## src/rtl/pin_strap_pkg.sv

```systemverilog
// Package: constants, phases and carriers for the hub pin strap mux
package pin_strap_pkg;
  localparam int  CLK_HZ          = 20_000_000;
  localparam int  STRAP_HOLD_MS   = 60;
  localparam int  STRAP_HOLD_CYC  = (CLK_HZ / 1000) * STRAP_HOLD_MS;
  localparam int  NPORT           = 2;
  localparam int  POS_AMBER       = 0;
  localparam int  POS_GREEN       = 1;
  localparam logic RST_STRAP      = 1'b0;
  localparam logic RST_LED        = 1'b0;

  typedef enum logic [1:0] {
    PH_STRAP  = 2'b00,
    PH_HOLD   = 2'b01,
    PH_EEPROM = 2'b10,
    PH_RUN    = 2'b11
  } phase_e;

  typedef struct packed {
    logic       test_mode;
    logic       switch_pol;
    logic [1:0] nonremovable;
  } strap_s;

  typedef struct packed {
    logic cs;
    logic sck;
    logic mosi;
  } spi_s;
endpackage : pin_strap_pkg

```

## src/rtl/hub_port_pin_strap_mux.sv

```systemverilog
// Pin sharing, strap capture and EEPROM pin routing for hub ports 0 and 1
`timescale 1ns/1ps
`default_nettype none
module hub_port_pin_strap_mux
  import pin_strap_pkg::*;
#(
  parameter int HOLD_CYC = STRAP_HOLD_CYC
) (
  // Clock and reset
  input  wire logic                       mclk_i,
  input  wire logic                       nrst_i,
  // Shared indicator pins: [0] amber, [1] green per port
  input  wire logic [pin_strap_pkg::NPORT-1:0][1:0] led_pin_i,
  output logic      [pin_strap_pkg::NPORT-1:0][1:0] led_pin_o,
  output logic      [pin_strap_pkg::NPORT-1:0][1:0] led_pin_oe_o,
  // Dedicated non-removable straps (only bit 0 is sampled; port 1 uses its green LED pin) and test-select pin
  input  wire logic [pin_strap_pkg::NPORT-1:0]      nonremovable_strap_i,
  input  wire logic                       test_sel_pin_i,
  output logic                            test_sel_pin_o,
  output logic                            test_sel_pin_oe_o,
  // Port power and overcurrent
  input  wire logic [pin_strap_pkg::NPORT-1:0]      port_overcurrent_n_i,
  input  wire logic                       port_power_enable_n_i,
  output logic      [pin_strap_pkg::NPORT-1:0]      port_power_enable_n_o,
  output logic      [pin_strap_pkg::NPORT-1:0]      port_power_enable_n_oe_o,
  // Core side controls
  input  wire logic [pin_strap_pkg::NPORT-1:0]      port_power_on_i,
  input  wire logic [pin_strap_pkg::NPORT-1:0]      port_power_float_i,
  input  wire logic [pin_strap_pkg::NPORT-1:0][1:0] led_on_i,
  input  wire logic                       eeprom_req_i,
  input  wire logic                       eeprom_done_i,
  input  wire logic                       eeprom_use_i2c_i,
  input  wire pin_strap_pkg::spi_s        spi_i,
  input  wire logic                       i2c_scl_low_i,
  input  wire logic                       i2c_sda_low_i,
  // Core side status
  output pin_strap_pkg::strap_s           strap_o,
  output logic                            straps_valid_o,
  output logic                            eeprom_phase_o,
  output logic                            spi_miso_o,
  output logic                            i2c_sda_o,
  output logic [pin_strap_pkg::NPORT-1:0]           overcurrent_o
);
  import pin_strap_pkg::*;

  // Three-stage synchronisers; stage 0 feeds only stage 1
  logic [2:0][NPORT-1:0][1:0] led_sync_reg,  led_sync_next;
  logic [2:0][NPORT-1:0]      nr_sync_reg,   nr_sync_next;
  logic [2:0][NPORT-1:0]      ovr_sync_reg,  ovr_sync_next;
  logic [2:0]                 tst_sync_reg,  tst_sync_next;
  logic [2:0]                 sda_sync_reg,  sda_sync_next;

  always_comb begin
    led_sync_next = {led_sync_reg[1:0], led_pin_i};
    nr_sync_next  = {nr_sync_reg[1:0], nonremovable_strap_i};
    ovr_sync_next = {ovr_sync_reg[1:0], port_overcurrent_n_i};
    tst_sync_next = {tst_sync_reg[1:0], test_sel_pin_i};
    sda_sync_next = {sda_sync_reg[1:0], port_power_enable_n_i};
  end

  always_ff @(posedge mclk_i) begin
    led_sync_reg <= led_sync_next;
    nr_sync_reg  <= nr_sync_next;
    ovr_sync_reg <= ovr_sync_next;
    tst_sync_reg <= tst_sync_next;
    sda_sync_reg <= sda_sync_next;
  end

  // Overcurrent filter, one copy per port
  logic [NPORT-1:0] ovr_reg, ovr_next;

  for (genvar gp = 0; gp < NPORT; gp++) begin : g_ovr
    always_comb begin
      ovr_next[gp] = ovr_reg[gp];
      // Glitch guard: change accepted only when stages 1 and 2 agree
      if (ovr_sync_reg[1][gp] == ovr_sync_reg[2][gp]) begin
        ovr_next[gp] = ~ovr_sync_reg[2][gp];
      end
    end

    always_ff @(posedge mclk_i) begin
      if (!nrst_i) begin
        ovr_reg[gp] <= 1'b0;
      end else begin
        ovr_reg[gp] <= ovr_next[gp];
      end
    end
  end

  // Phase sequencer and strap capture
  phase_e      phase_reg, phase_next;
  logic [31:0] cnt_reg,   cnt_next;
  strap_s      strap_reg, strap_next;
  logic        settle_reg, settle_next;
  logic        valid_reg,  valid_next;
  logic        ephase_reg, ephase_next;

  always_comb begin
    phase_next  = phase_reg;
    cnt_next    = cnt_reg;
    strap_next  = strap_reg;
    settle_next = settle_reg;
    case (phase_reg)
      PH_STRAP: begin
        // Wait for synchroniser to fill before sampling
        if (settle_reg) begin
          strap_next.test_mode       = tst_sync_reg[2];
          strap_next.switch_pol      = led_sync_reg[2][1][POS_AMBER];
          strap_next.nonremovable[0] = nr_sync_reg[2][0];
          strap_next.nonremovable[1] = led_sync_reg[2][1][POS_GREEN];
          phase_next = PH_HOLD;
        end
        settle_next = cnt_reg >= 32'd3;
        cnt_next    = cnt_reg + 32'd1;
        if (settle_reg) begin
          cnt_next = 32'd0;
        end
      end
      PH_HOLD: begin
        // Strapped-high pins need their pull released before LED drive
        cnt_next = cnt_reg + 32'd1;
        if (cnt_reg >= 32'(HOLD_CYC - 1)) begin
          phase_next = eeprom_req_i ? PH_EEPROM : PH_RUN;
        end
      end
      PH_EEPROM: begin
        if (eeprom_done_i) begin
          phase_next = PH_RUN;
        end
      end
      default: begin
        phase_next = PH_RUN;
      end
    endcase
    // Status flags registered so the outputs come straight from flops
    valid_next  = (phase_next != PH_STRAP);
    ephase_next = (phase_next == PH_EEPROM);
  end

  always_ff @(posedge mclk_i) begin
    if (!nrst_i) begin
      phase_reg  <= PH_STRAP;
      cnt_reg    <= 32'd0;
      strap_reg  <= '{RST_STRAP, RST_STRAP, {NPORT{RST_STRAP}}};
      settle_reg <= 1'b0;
      valid_reg  <= 1'b0;
      ephase_reg <= 1'b0;
    end else begin
      phase_reg  <= phase_next;
      cnt_reg    <= cnt_next;
      strap_reg  <= strap_next;
      settle_reg <= settle_next;
      valid_reg  <= valid_next;
      ephase_reg <= ephase_next;
    end
  end

  // Pin drivers, all registered
  logic [NPORT-1:0][1:0] led_o_next, led_oe_next;
  logic [NPORT-1:0]      pwr_next,   pwr_oe_next;
  logic                  tst_o_next, tst_oe_next, miso_next, sda_next;
  logic                  spi_mode, i2c_mode;

  always_comb begin
    spi_mode    = (phase_reg == PH_EEPROM) && !eeprom_use_i2c_i;
    i2c_mode    = (phase_reg == PH_EEPROM) && eeprom_use_i2c_i;
    led_o_next  = '0;
    led_oe_next = '0;
    pwr_next    = '0;
    pwr_oe_next = '0;
    tst_o_next  = 1'b0;
    tst_oe_next = 1'b0;
    miso_next   = spi_mode ? led_sync_reg[2][1][POS_GREEN] : 1'b0;
    sda_next    = i2c_mode ? sda_sync_reg[2] : 1'b1;
    if (phase_reg == PH_RUN) begin
      led_o_next  = led_on_i;
      led_oe_next = {NPORT{2'b11}};
      for (int p = 0; p < NPORT; p++) begin
        // Polarity strap high flips enable to active high
        pwr_next[p]    = port_power_on_i[p] ~^ strap_reg.switch_pol;
        pwr_oe_next[p] = !port_power_float_i[p];
      end
    end else if (spi_mode) begin
      led_o_next[0][POS_AMBER]  = spi_i.cs;
      led_o_next[0][POS_GREEN]  = spi_i.sck;
      led_o_next[1][POS_AMBER]  = spi_i.mosi;
      led_oe_next[0]            = 2'b11;
      led_oe_next[1][POS_AMBER] = 1'b1;
    end else if (i2c_mode) begin
      // Open drain: drive only low
      tst_oe_next    = i2c_scl_low_i;
      pwr_oe_next[0] = i2c_sda_low_i;
    end
  end

  always_ff @(posedge mclk_i) begin
    if (!nrst_i) begin
      led_pin_o                <= '0;
      led_pin_oe_o             <= '0;
      port_power_enable_n_o    <= '0;
      port_power_enable_n_oe_o <= '0;
      test_sel_pin_o           <= 1'b0;
      test_sel_pin_oe_o        <= 1'b0;
      spi_miso_o               <= 1'b0;
      i2c_sda_o                <= 1'b1;
    end else begin
      led_pin_o                <= led_o_next;
      led_pin_oe_o             <= led_oe_next;
      port_power_enable_n_o    <= pwr_next;
      port_power_enable_n_oe_o <= pwr_oe_next;
      test_sel_pin_o           <= tst_o_next;
      test_sel_pin_oe_o        <= tst_oe_next;
      spi_miso_o               <= miso_next;
      i2c_sda_o                <= sda_next;
    end
  end

  assign strap_o        = strap_reg;
  assign straps_valid_o = valid_reg;
  assign eeprom_phase_o = ephase_reg;
  assign overcurrent_o  = ovr_reg;
endmodule : hub_port_pin_strap_mux
`default_nettype wire

```

## config.mk

```make
export PLATFORM = sky130hd
export DESIGN_NAME = hub_port_pin_strap_mux
export DESIGN_NICKNAME = d
export VERILOG_FILES = /design/src/rtl/pin_strap_pkg.sv /design/src/rtl/hub_port_pin_strap_mux.sv
export SDC_FILE = /design/constraint.sdc
export NUM_CORES = 1
export LEC_CHECK = 0
export BUFFER_PORTS_ARGS = -buffer_cell sky130_fd_sc_hd__buf_2
export CORE_MARGIN = 5
export CORE_UTILIZATION = 45
export DETAILED_ROUTE_END_ITERATION = 10
export PLACE_DENSITY = 0.67
export SLEW_MARGIN = 20
export SYNTH_ARGS = -nofsm -noshare
export SYNTH_HDL_FRONTEND = slang
export SYNTH_SLANG_ARGS = --single-unit
```

## constraint.sdc

```tcl
create_clock -name mclk_i -period 2.8 [get_ports mclk_i]
set_input_delay 0.28 -clock mclk_i [delete_from_list [all_inputs] [get_ports mclk_i]]
set_output_delay 0.28 -clock mclk_i [all_outputs]
set_load 0.01 [all_outputs]
```

Word level (Yosys, flattened, before mapping). Cells that the tools add are included.

Logic and storage cells: 75. Output and inout bits: 24. Register bits after elaboration: 79.

Bitwise gates (word level): 6. Muxes and demuxes: 15. Reductions and logical operators: 13. Equal/unequal tests: 6. Order comparisons: 2. Add/subtract/negate cells: 1.

Operators with widths (count): case mux 32 bit (2 select lines) (1); adder 32 x 1 -> 32 bit, second input constant (1); greater-or-equal comparator 32 x 2 -> 1 bit, second input constant (1); greater-or-equal comparator 32 x 21 -> 1 bit, second input constant (1); 2-to-1 mux 32 bit (1); 2-to-1 mux 3 bit (4); AND reduction 2 bit (4); equality test 2 bit, second input constant (3); 2-to-1 mux 2 bit (3); case mux 2 bit (3 select lines) (1); 2-to-1 mux 1 bit (5); NOT 1 bit (4); nonzero test 2 bit (2); OR reduction 4 bit (1); zero test 1 bit (3); equality test 1 bit (2); equality test 2 x 1 -> 1 bit, second input constant (1); logical AND 1 bit (2); zero test 2 bit (1); XNOR 1 bit (2).

Depth between registers and ports, before layout. Gate-level depths: netlist of the first run.

Depth after elaboration: 5. Depth in mapped cells: 7.

Worst setup path after synthesis of the first run. Ideal clock, no wire load.

Path kind: reg-to-reg. Start point: register cnt_reg[0]. End point: register cnt_reg[20]. Buffers on the path: 1. Data arrival time: 1336 ps. Path slack: 1337 ps. Cell stages (with the launch flop): 8. Required time: 2672 ps. Path through: dfxtp_1 > ha_1 > nor2b_1 > nor2b_1 > buf_2 > nand4_1 > xor2_1 > nor2_1.

Word-level cells in the longest chain between the ends: 3.

Ends and longest elaborated chain: start: declaration (line hub_port_pin_strap_mux.sv:92) `logic [31:0] cnt_reg, cnt_next;`; start signal: assignment (line hub_port_pin_strap_mux.sv:150) `cnt_reg <= cnt_next;`; adder 32 x 1 -> 32 bit (*) (line hub_port_pin_strap_mux.sv:114, hub_port_pin_strap_mux.sv:121); 2-to-1 mux 32 bit (line hub_port_pin_strap_mux.sv:115) `if (settle_reg) begin`; case mux 32 bit (2 select lines) (*) (line hub_port_pin_strap_mux.sv:103) `case (phase_reg)`.

Mark *: on every way between the ends. The rest lies on a longest branch, timed or not. A chain may end at the register's enable or synchronous reset.

Worst setup path in the final report of the first run.
Start point: register cnt_reg[0]. End point: register cnt_reg[24].

Same word-level chain as after synthesis.

==> key figures, run 1 <==
Status
  – Status: complete, no violations

Layout
  – Antenna Diode Count: 0
  – Post-layout nets: 371
  – Share of post-route cells with drive strength above 1: 0.216
  – Commonest non-fill, non-tap cell in the layout: dfxtp_1
  – Fill cells: 590
  – Max FFs per register: 32
  – Finished Layout Cells: 424
  – Layout area overhead: 16.6%
  – Most frequent cells in the layout: dfxtp_1, buf_2, nor2_1, xor2_1, nand2_1

Synthesis
  – Ys flop type: dfxtp_1
  – Mapped Nets: 326
  – Mapped Cells: 297
  – FF+latch count, synth: 77
  – Number of synthesized flops with an enable pin: 0
  – Post-Syn Area: 0.00287 mm2
  – Syn. warnings: 0
  – Synth unique cells: 41
  – Syn_area_per_cell: 9.67 um2
  – Seq/Total Area, Yosys: 0.537
  – Ys async rst share: 0

Critical path
  – RR Endpoint: cnt_reg[24]
  – Critical Path End Type: register
  – Arrival @ worst endpoint: 2.28 ns
  – Max Fanout on Critical Path: 9
  – Setup crit start: cnt_reg[0]
  – Reg2reg start: cnt_reg[0]
  – Worst Setup Path Type: register to register
  – Req. time, crit path: 3.02 ns
  – Reg2Reg Setup Slack: 0.74 ns
  – R2R depth: 6
  – Startpoint types: register

Global route
  – Initial antenna violation count: 0
  – Gr ovfl total: 0
  – Vias in the first global route: 2057
  – Pin count of the biggest net entering global routing: 31
  – GRT Util Overall: 0.148
  – Global-route wire length before repair: 9970 um

Timing
  – Min cycle time layout: 2.06 ns
  – Fmax: 0.485 GHz
  – Hold Vio Cnt, Final: 0
  – Clock Skew: 0.00889 ns
  – Setup TNS: 0 ns
  – Worst Max-Slew Pin Slew: 0.727 ns
  – Fin. max-slew vios: 0
  – Period utilisation layout: 0.737
  – Final setup viols: 0
  – RSZ-0062 raised after global routing: no
  – Worst slew margin: 0.514

Clock tree
  – PostCTS Resize Cnt: 0
  – Post-CTS setup repair buffer count: 0
  – Num CTS Buffers: 9
  – Clk root buf: clkbuf_8
  – Hold Buf Count CTS: 0
  – Clock transition at path regs: 0.08 ns
  – Longest Clk Path Bufs: 2
  – Clk sinks: 77
  – Worst skew pair latency: 0.34 ns
  – TritonCTS clock tree: done
  – H-tree lvl count: 3

Detailed routing
  – DRT Wirelength: 5570 um
  – WL/cell: 13.1 um
  – First-pass iteration count of the detailed router: 4
  – Final ANT Viol Nets: 0
  – DRC: 0
  – Initial drt markers: 83
  – DR vias: 2175
  – Via density: 5.13

Job
  – Max Cap Violations: 0

Power
  – Cell Pwr Density: 649 mW/mm2
  – Overall power: 0.00217 W
  – Leak pwr: 1.46 nW
  – Peak VDD IR: 0.436 mV

Place
  – Hpwl dp: 3780 um
  – Post-placement cell count: 408
  – Global placement routability congestion: 0.787
  – Port Buffer Count: 47

Die
  – Row cnt: 29
  – Ports: 52
  – Die Y: 89.9 um
  – Starting density of the core: 0.458
  – Die width: 89.9 um
  – Die Area: 0.00808 mm2
  – Core Region: 0.00628 mm2

Worst hold path
  – Hold EP: tst_sync_reg[0]
  – Worst hold stages: 1
  – Min-delay src: test_sel_pin_i
  – Worst Hold Class: primary input to register
cell families after synthesis:
group,synth area share
muxes,0.00392
and+or+nand+nor,0.262
DFF,0.537
AOI/OAI and AO/OA,0.0632
xor gates and xnor gates,0.0976
adders and majority gates,0.00435
buffers and inverters,0.0309
other,0.00131
worst max-delay path by stage:
| stage | to | slack (ns) |
|---|---|---|
| after floorplan | cnt_reg[20] | 1.34 |
| after global placement | cnt_reg[24] | 0.79 |
| after detailed placement | cnt_reg[26] | 0.76 |
| after CTS | cnt_reg[24] | 0.74 |
| after global routing | cnt_reg[24] | 0.44 |
| final | cnt_reg[24] | 0.74 |
worst max-delay path, cell delays in order (launching register included):
cell,delay (ns)
dfxtp_1,0.37
ha_1,0.22
nor2b_1,0.28
nor2b_1,0.64
nand4_1,0.19
xor2_1,0.18
nor2_1,0.05
final cells by class:
class	instances	area, um2	area share
clock buffers	12	155	0.0463
well taps	77	96.3	0.0288
repair buffers	49	250	0.0747
flip-flops and latches	77	1540	0.460
inverters	1	3.75	0.00112
multi-input cells	204	1250	0.372
clock inverters	4	55.1	0.0164
cell usage after synthesis (all sizes together) (2+ instances only):
cell type,number,area share
a22oi,3,0.0078
buf,10,0.023
o21ai,8,0.014
nand3,15,0.026
nand3b,2,0.0052
nor4,7,0.015
nor2,46,0.063
and3,11,0.025
nand2,18,0.024
nand4,16,0.037
xnor2,5,0.015
and4,5,0.015
nor2b,6,0.013
nor3,5,0.013
xor2,27,0.082
a21boi,5,0.013
dfxtp,77,0.54
clkbuf,5,0.0065
a21oi,6,0.010
and2,5,0.011
through the flow:
stage | hold slack [ns] | cell area, um2 | utilization | setup slack [ns]
floorplan | 0.308 | 2870 | - | 1.34
global placement | 0.310 | 3140 | 0.500 | 0.794
detailed placement | 0.312 | 3140 | 0.500 | 0.762
CTS | 0.00925 | 3350 | 0.533 | 0.743
global route | 0.00652 | 3350 | 0.533 | 0.443
finish | 0.0324 | 3350 | 0.533 | 0.737
metal layers:
layer,wire length (um),part of all wire,track usage,vias to the layer above
met5,0,0,0,-
met4,70,0.013,0.0471,0
met3,255,0.046,0.0568,6
met2,2620,0.47,0.228,34
met1,2630,0.47,0.192,1019
li1,-,-,-,1116
where the power goes:
part / switching [W] / internal, W
sequential: 0.0000308 / 0.00114
clock: 0.000394 / 0.000465
combinational: 0.0000807 / 0.0000651
total: 0.000505 / 0.00167
No activity file was read; power rests on OpenSTA's default activity.
==> run 2, diff against run 1 <==
PLACE_DENSITY = 0.69   (was 0.67)
clock period = 1.8 ns   (was 2.8 ns; I/O delays follow)
==> key figures, run 2 (same netlist as run 1, synthesis figures left out) <==
Clock tree
  – Clk sinks: 77 (unchanged)
  – TritonCTS clock tree: done
  – Post-CTS setup repair buffer count: 0 (unchanged)
  – Worst skew pair latency: 0.34 ns (about the same)
  – H-tree lvl count: 3 (unchanged)
  – Clock transition at path regs: 0.09 ns (about the same)
  – Longest Clk Path Bufs: 2 (unchanged)
  – Num CTS Buffers: 9 (unchanged)
  – Clk root buf: clkbuf_8

Place
  – Hpwl dp: 3680 um (-2.6%)
  – Global placement routability congestion: 0.789 (+0.25%)
  – Port Buffer Count: 47 (unchanged)

Detailed routing
  – First-pass iteration count of the detailed router: 4 (unchanged)
  – Via density: 5.03 (-2.0%)
  – DRT Wirelength: 5480 um (-1.6%)
  – Final ANT Viol Nets: 0 (unchanged)
  – DR vias: 2201 (+1.2%)
  – DRC: 0 (unchanged)
  – WL/cell: 12.5 um (-4.8%)
  – Initial drt markers: 174 (+110%)

Timing
  – Final setup viols: 0 (unchanged)
  – Hold Vio Cnt, Final: 0 (unchanged)
  – Min cycle time layout: 1.56 ns (-0.499 ns)
  – Fmax: 0.640 GHz (+32%)
  – Setup TNS: 0 ns (unchanged)
  – Period utilisation layout: 0.869 (+0.132)
  – Fin. max-slew vios: 0 (unchanged)
  – RSZ-0062 raised after global routing: no
  – Clock Skew: 0.00832 ns (-0.000579 ns)

Critical path
  – R2R depth: 7 (+1)
  – Max Fanout on Critical Path: 9 (unchanged)
  – Critical-path cell list: ha_1 > nor2b_1 > nor2b_1 > buf_4 > nand4_1 > xor2_1 > nor2_1
  – CP max stage cell: dfxtp_1
  – Max incr delay on CP: 0.38 ns (-0.26 ns)
  – CP most frequent cell: nor2b_1
  – Startpoint types: register
  – Arrival @ worst endpoint: 1.79 ns (-0.49 ns)
  – Worst Setup Path Type: register to register
  – Req. time, crit path: 2.02 ns (-1.00 ns)
  – Critical Path End Type: register

Worst hold path
  – Worst hold stages: 3 (+2)
  – Worst Hold Class: primary input to register

Die
  – Ports: 52 (unchanged)
  – Die Y: 89.9 um (unchanged)
  – Die Area: 0.00808 mm2 (unchanged)
  – Core Region: 0.00628 mm2 (unchanged)
  – Row cnt: 29 (unchanged)
  – Die width: 89.9 um (unchanged)
  – Starting density of the core: 0.458 (unchanged)

Global route
  – Vias in the first global route: 2059 (+0.097%)
  – GRT Util Overall: 0.142 (-0.00592)
  – Global-route wire length before repair: 9630 um (-3.4%)
  – Pin count of the biggest net entering global routing: 31 (unchanged)
  – Gr ovfl total: 0 (unchanged)
  – Initial antenna violation count: 0 (unchanged)

Status
  – Status: complete, no violations

Power
  – Peak VDD IR: 0.751 mV (+72%)
  – Cell Pwr Density: 975 mW/mm2 (+50%)
  – Leak pwr: 1.53 nW (+4.9%)

Layout
  – Layout area overhead: 21.2%
  – Antenna Diode Count: 0 (unchanged)
  – Share of post-route cells with drive strength above 1: 0.227 (+0.0110)
  – Final core occ: 0.555 (+0.0211)
  – Max FFs per register: 32 (unchanged)
  – Post-layout nets: 385 (+3.8%)
  – Most frequent cells in the layout: dfxtp_1, buf_2, nor2_1, xor2_1, nand2_1
  – Commonest non-fill, non-tap cell in the layout: dfxtp_1

Job
  – Max Cap Violations: 0 (unchanged)
run 2: path summary, 6_finish.rpt:
kind                      startpoint                  endpoint  slack, ns
hold reg to reg      tst_sync_reg[0]           tst_sync_reg[1]       0.33
hold / removal    port_power_on_i[0]  port_power_enable_n_o[0]       0.07
setup reg to reg          cnt_reg[0]               cnt_reg[20]       0.24
setup / recovery          cnt_reg[0]               cnt_reg[20]       0.24
run 2: routing by layer:
metal	GRT usage	up-vias	routed length [um]
li1	-	1144	-
met5	0	-	0
met2	0.218	42	2540
met4	0.0558	0	63
met1	0.189	1009	2660
met3	0.0409	6	226
run 2: what timing repair did:
| action | 4_1_cts | 5_1_grt |
|---|---|---|
| resized for setup | 0 | 0 |
| hold endpoints to repair | 8 | 0 |
| hold buffers | 8 | 0 |
run 2: metrics by stage:
step | worst slack (ns) | total power (W) | hold slack, ns | area [um2] | instances
detailed placement | 0.269 | 0.00209 | 0.284 | 3200 | 414
finish | 0.237 | 0.00339 | 0.0737 | 3480 | 438
floorplan | 0.337 | 0.00200 | 0.208 | 2870 | 297
global placement | 0.262 | 0.00209 | 0.282 | 3200 | 414
CTS | 0.235 | 0.00344 | 0.0577 | 3480 | 438
global route | 0.00446 | 0.00355 | 0.0706 | 3480 | 438
run 2: cell type report:
type / instances / area (um2)
Fill cell: 553 / 2800
Inverter: 1 / 3.75
Tap cell: 77 / 96.3
Clock buffer: 9 / 124
Sequential cell: 77 / 1540
Timing Repair Buffer: 63 / 388
Clock inverter: 7 / 81.3
Multi-Input combinational cell: 204 / 1250
run 2: critical path: cells and delay by family (launching register included):
family	cells	cell delay, ns
fa+ha+maj	1	0.21
xor+xnor	1	0.15
flops	1	0.38
simple gates	4	0.54
buf+inv	1	0.17
run 2: power breakdown:
part	leakage, nW	internal (W)	switching, W
sequential	0.630	0.00177	0.0000383
clock	0.107	0.000665	0.000664
combinational	0.791	0.000120	0.000139
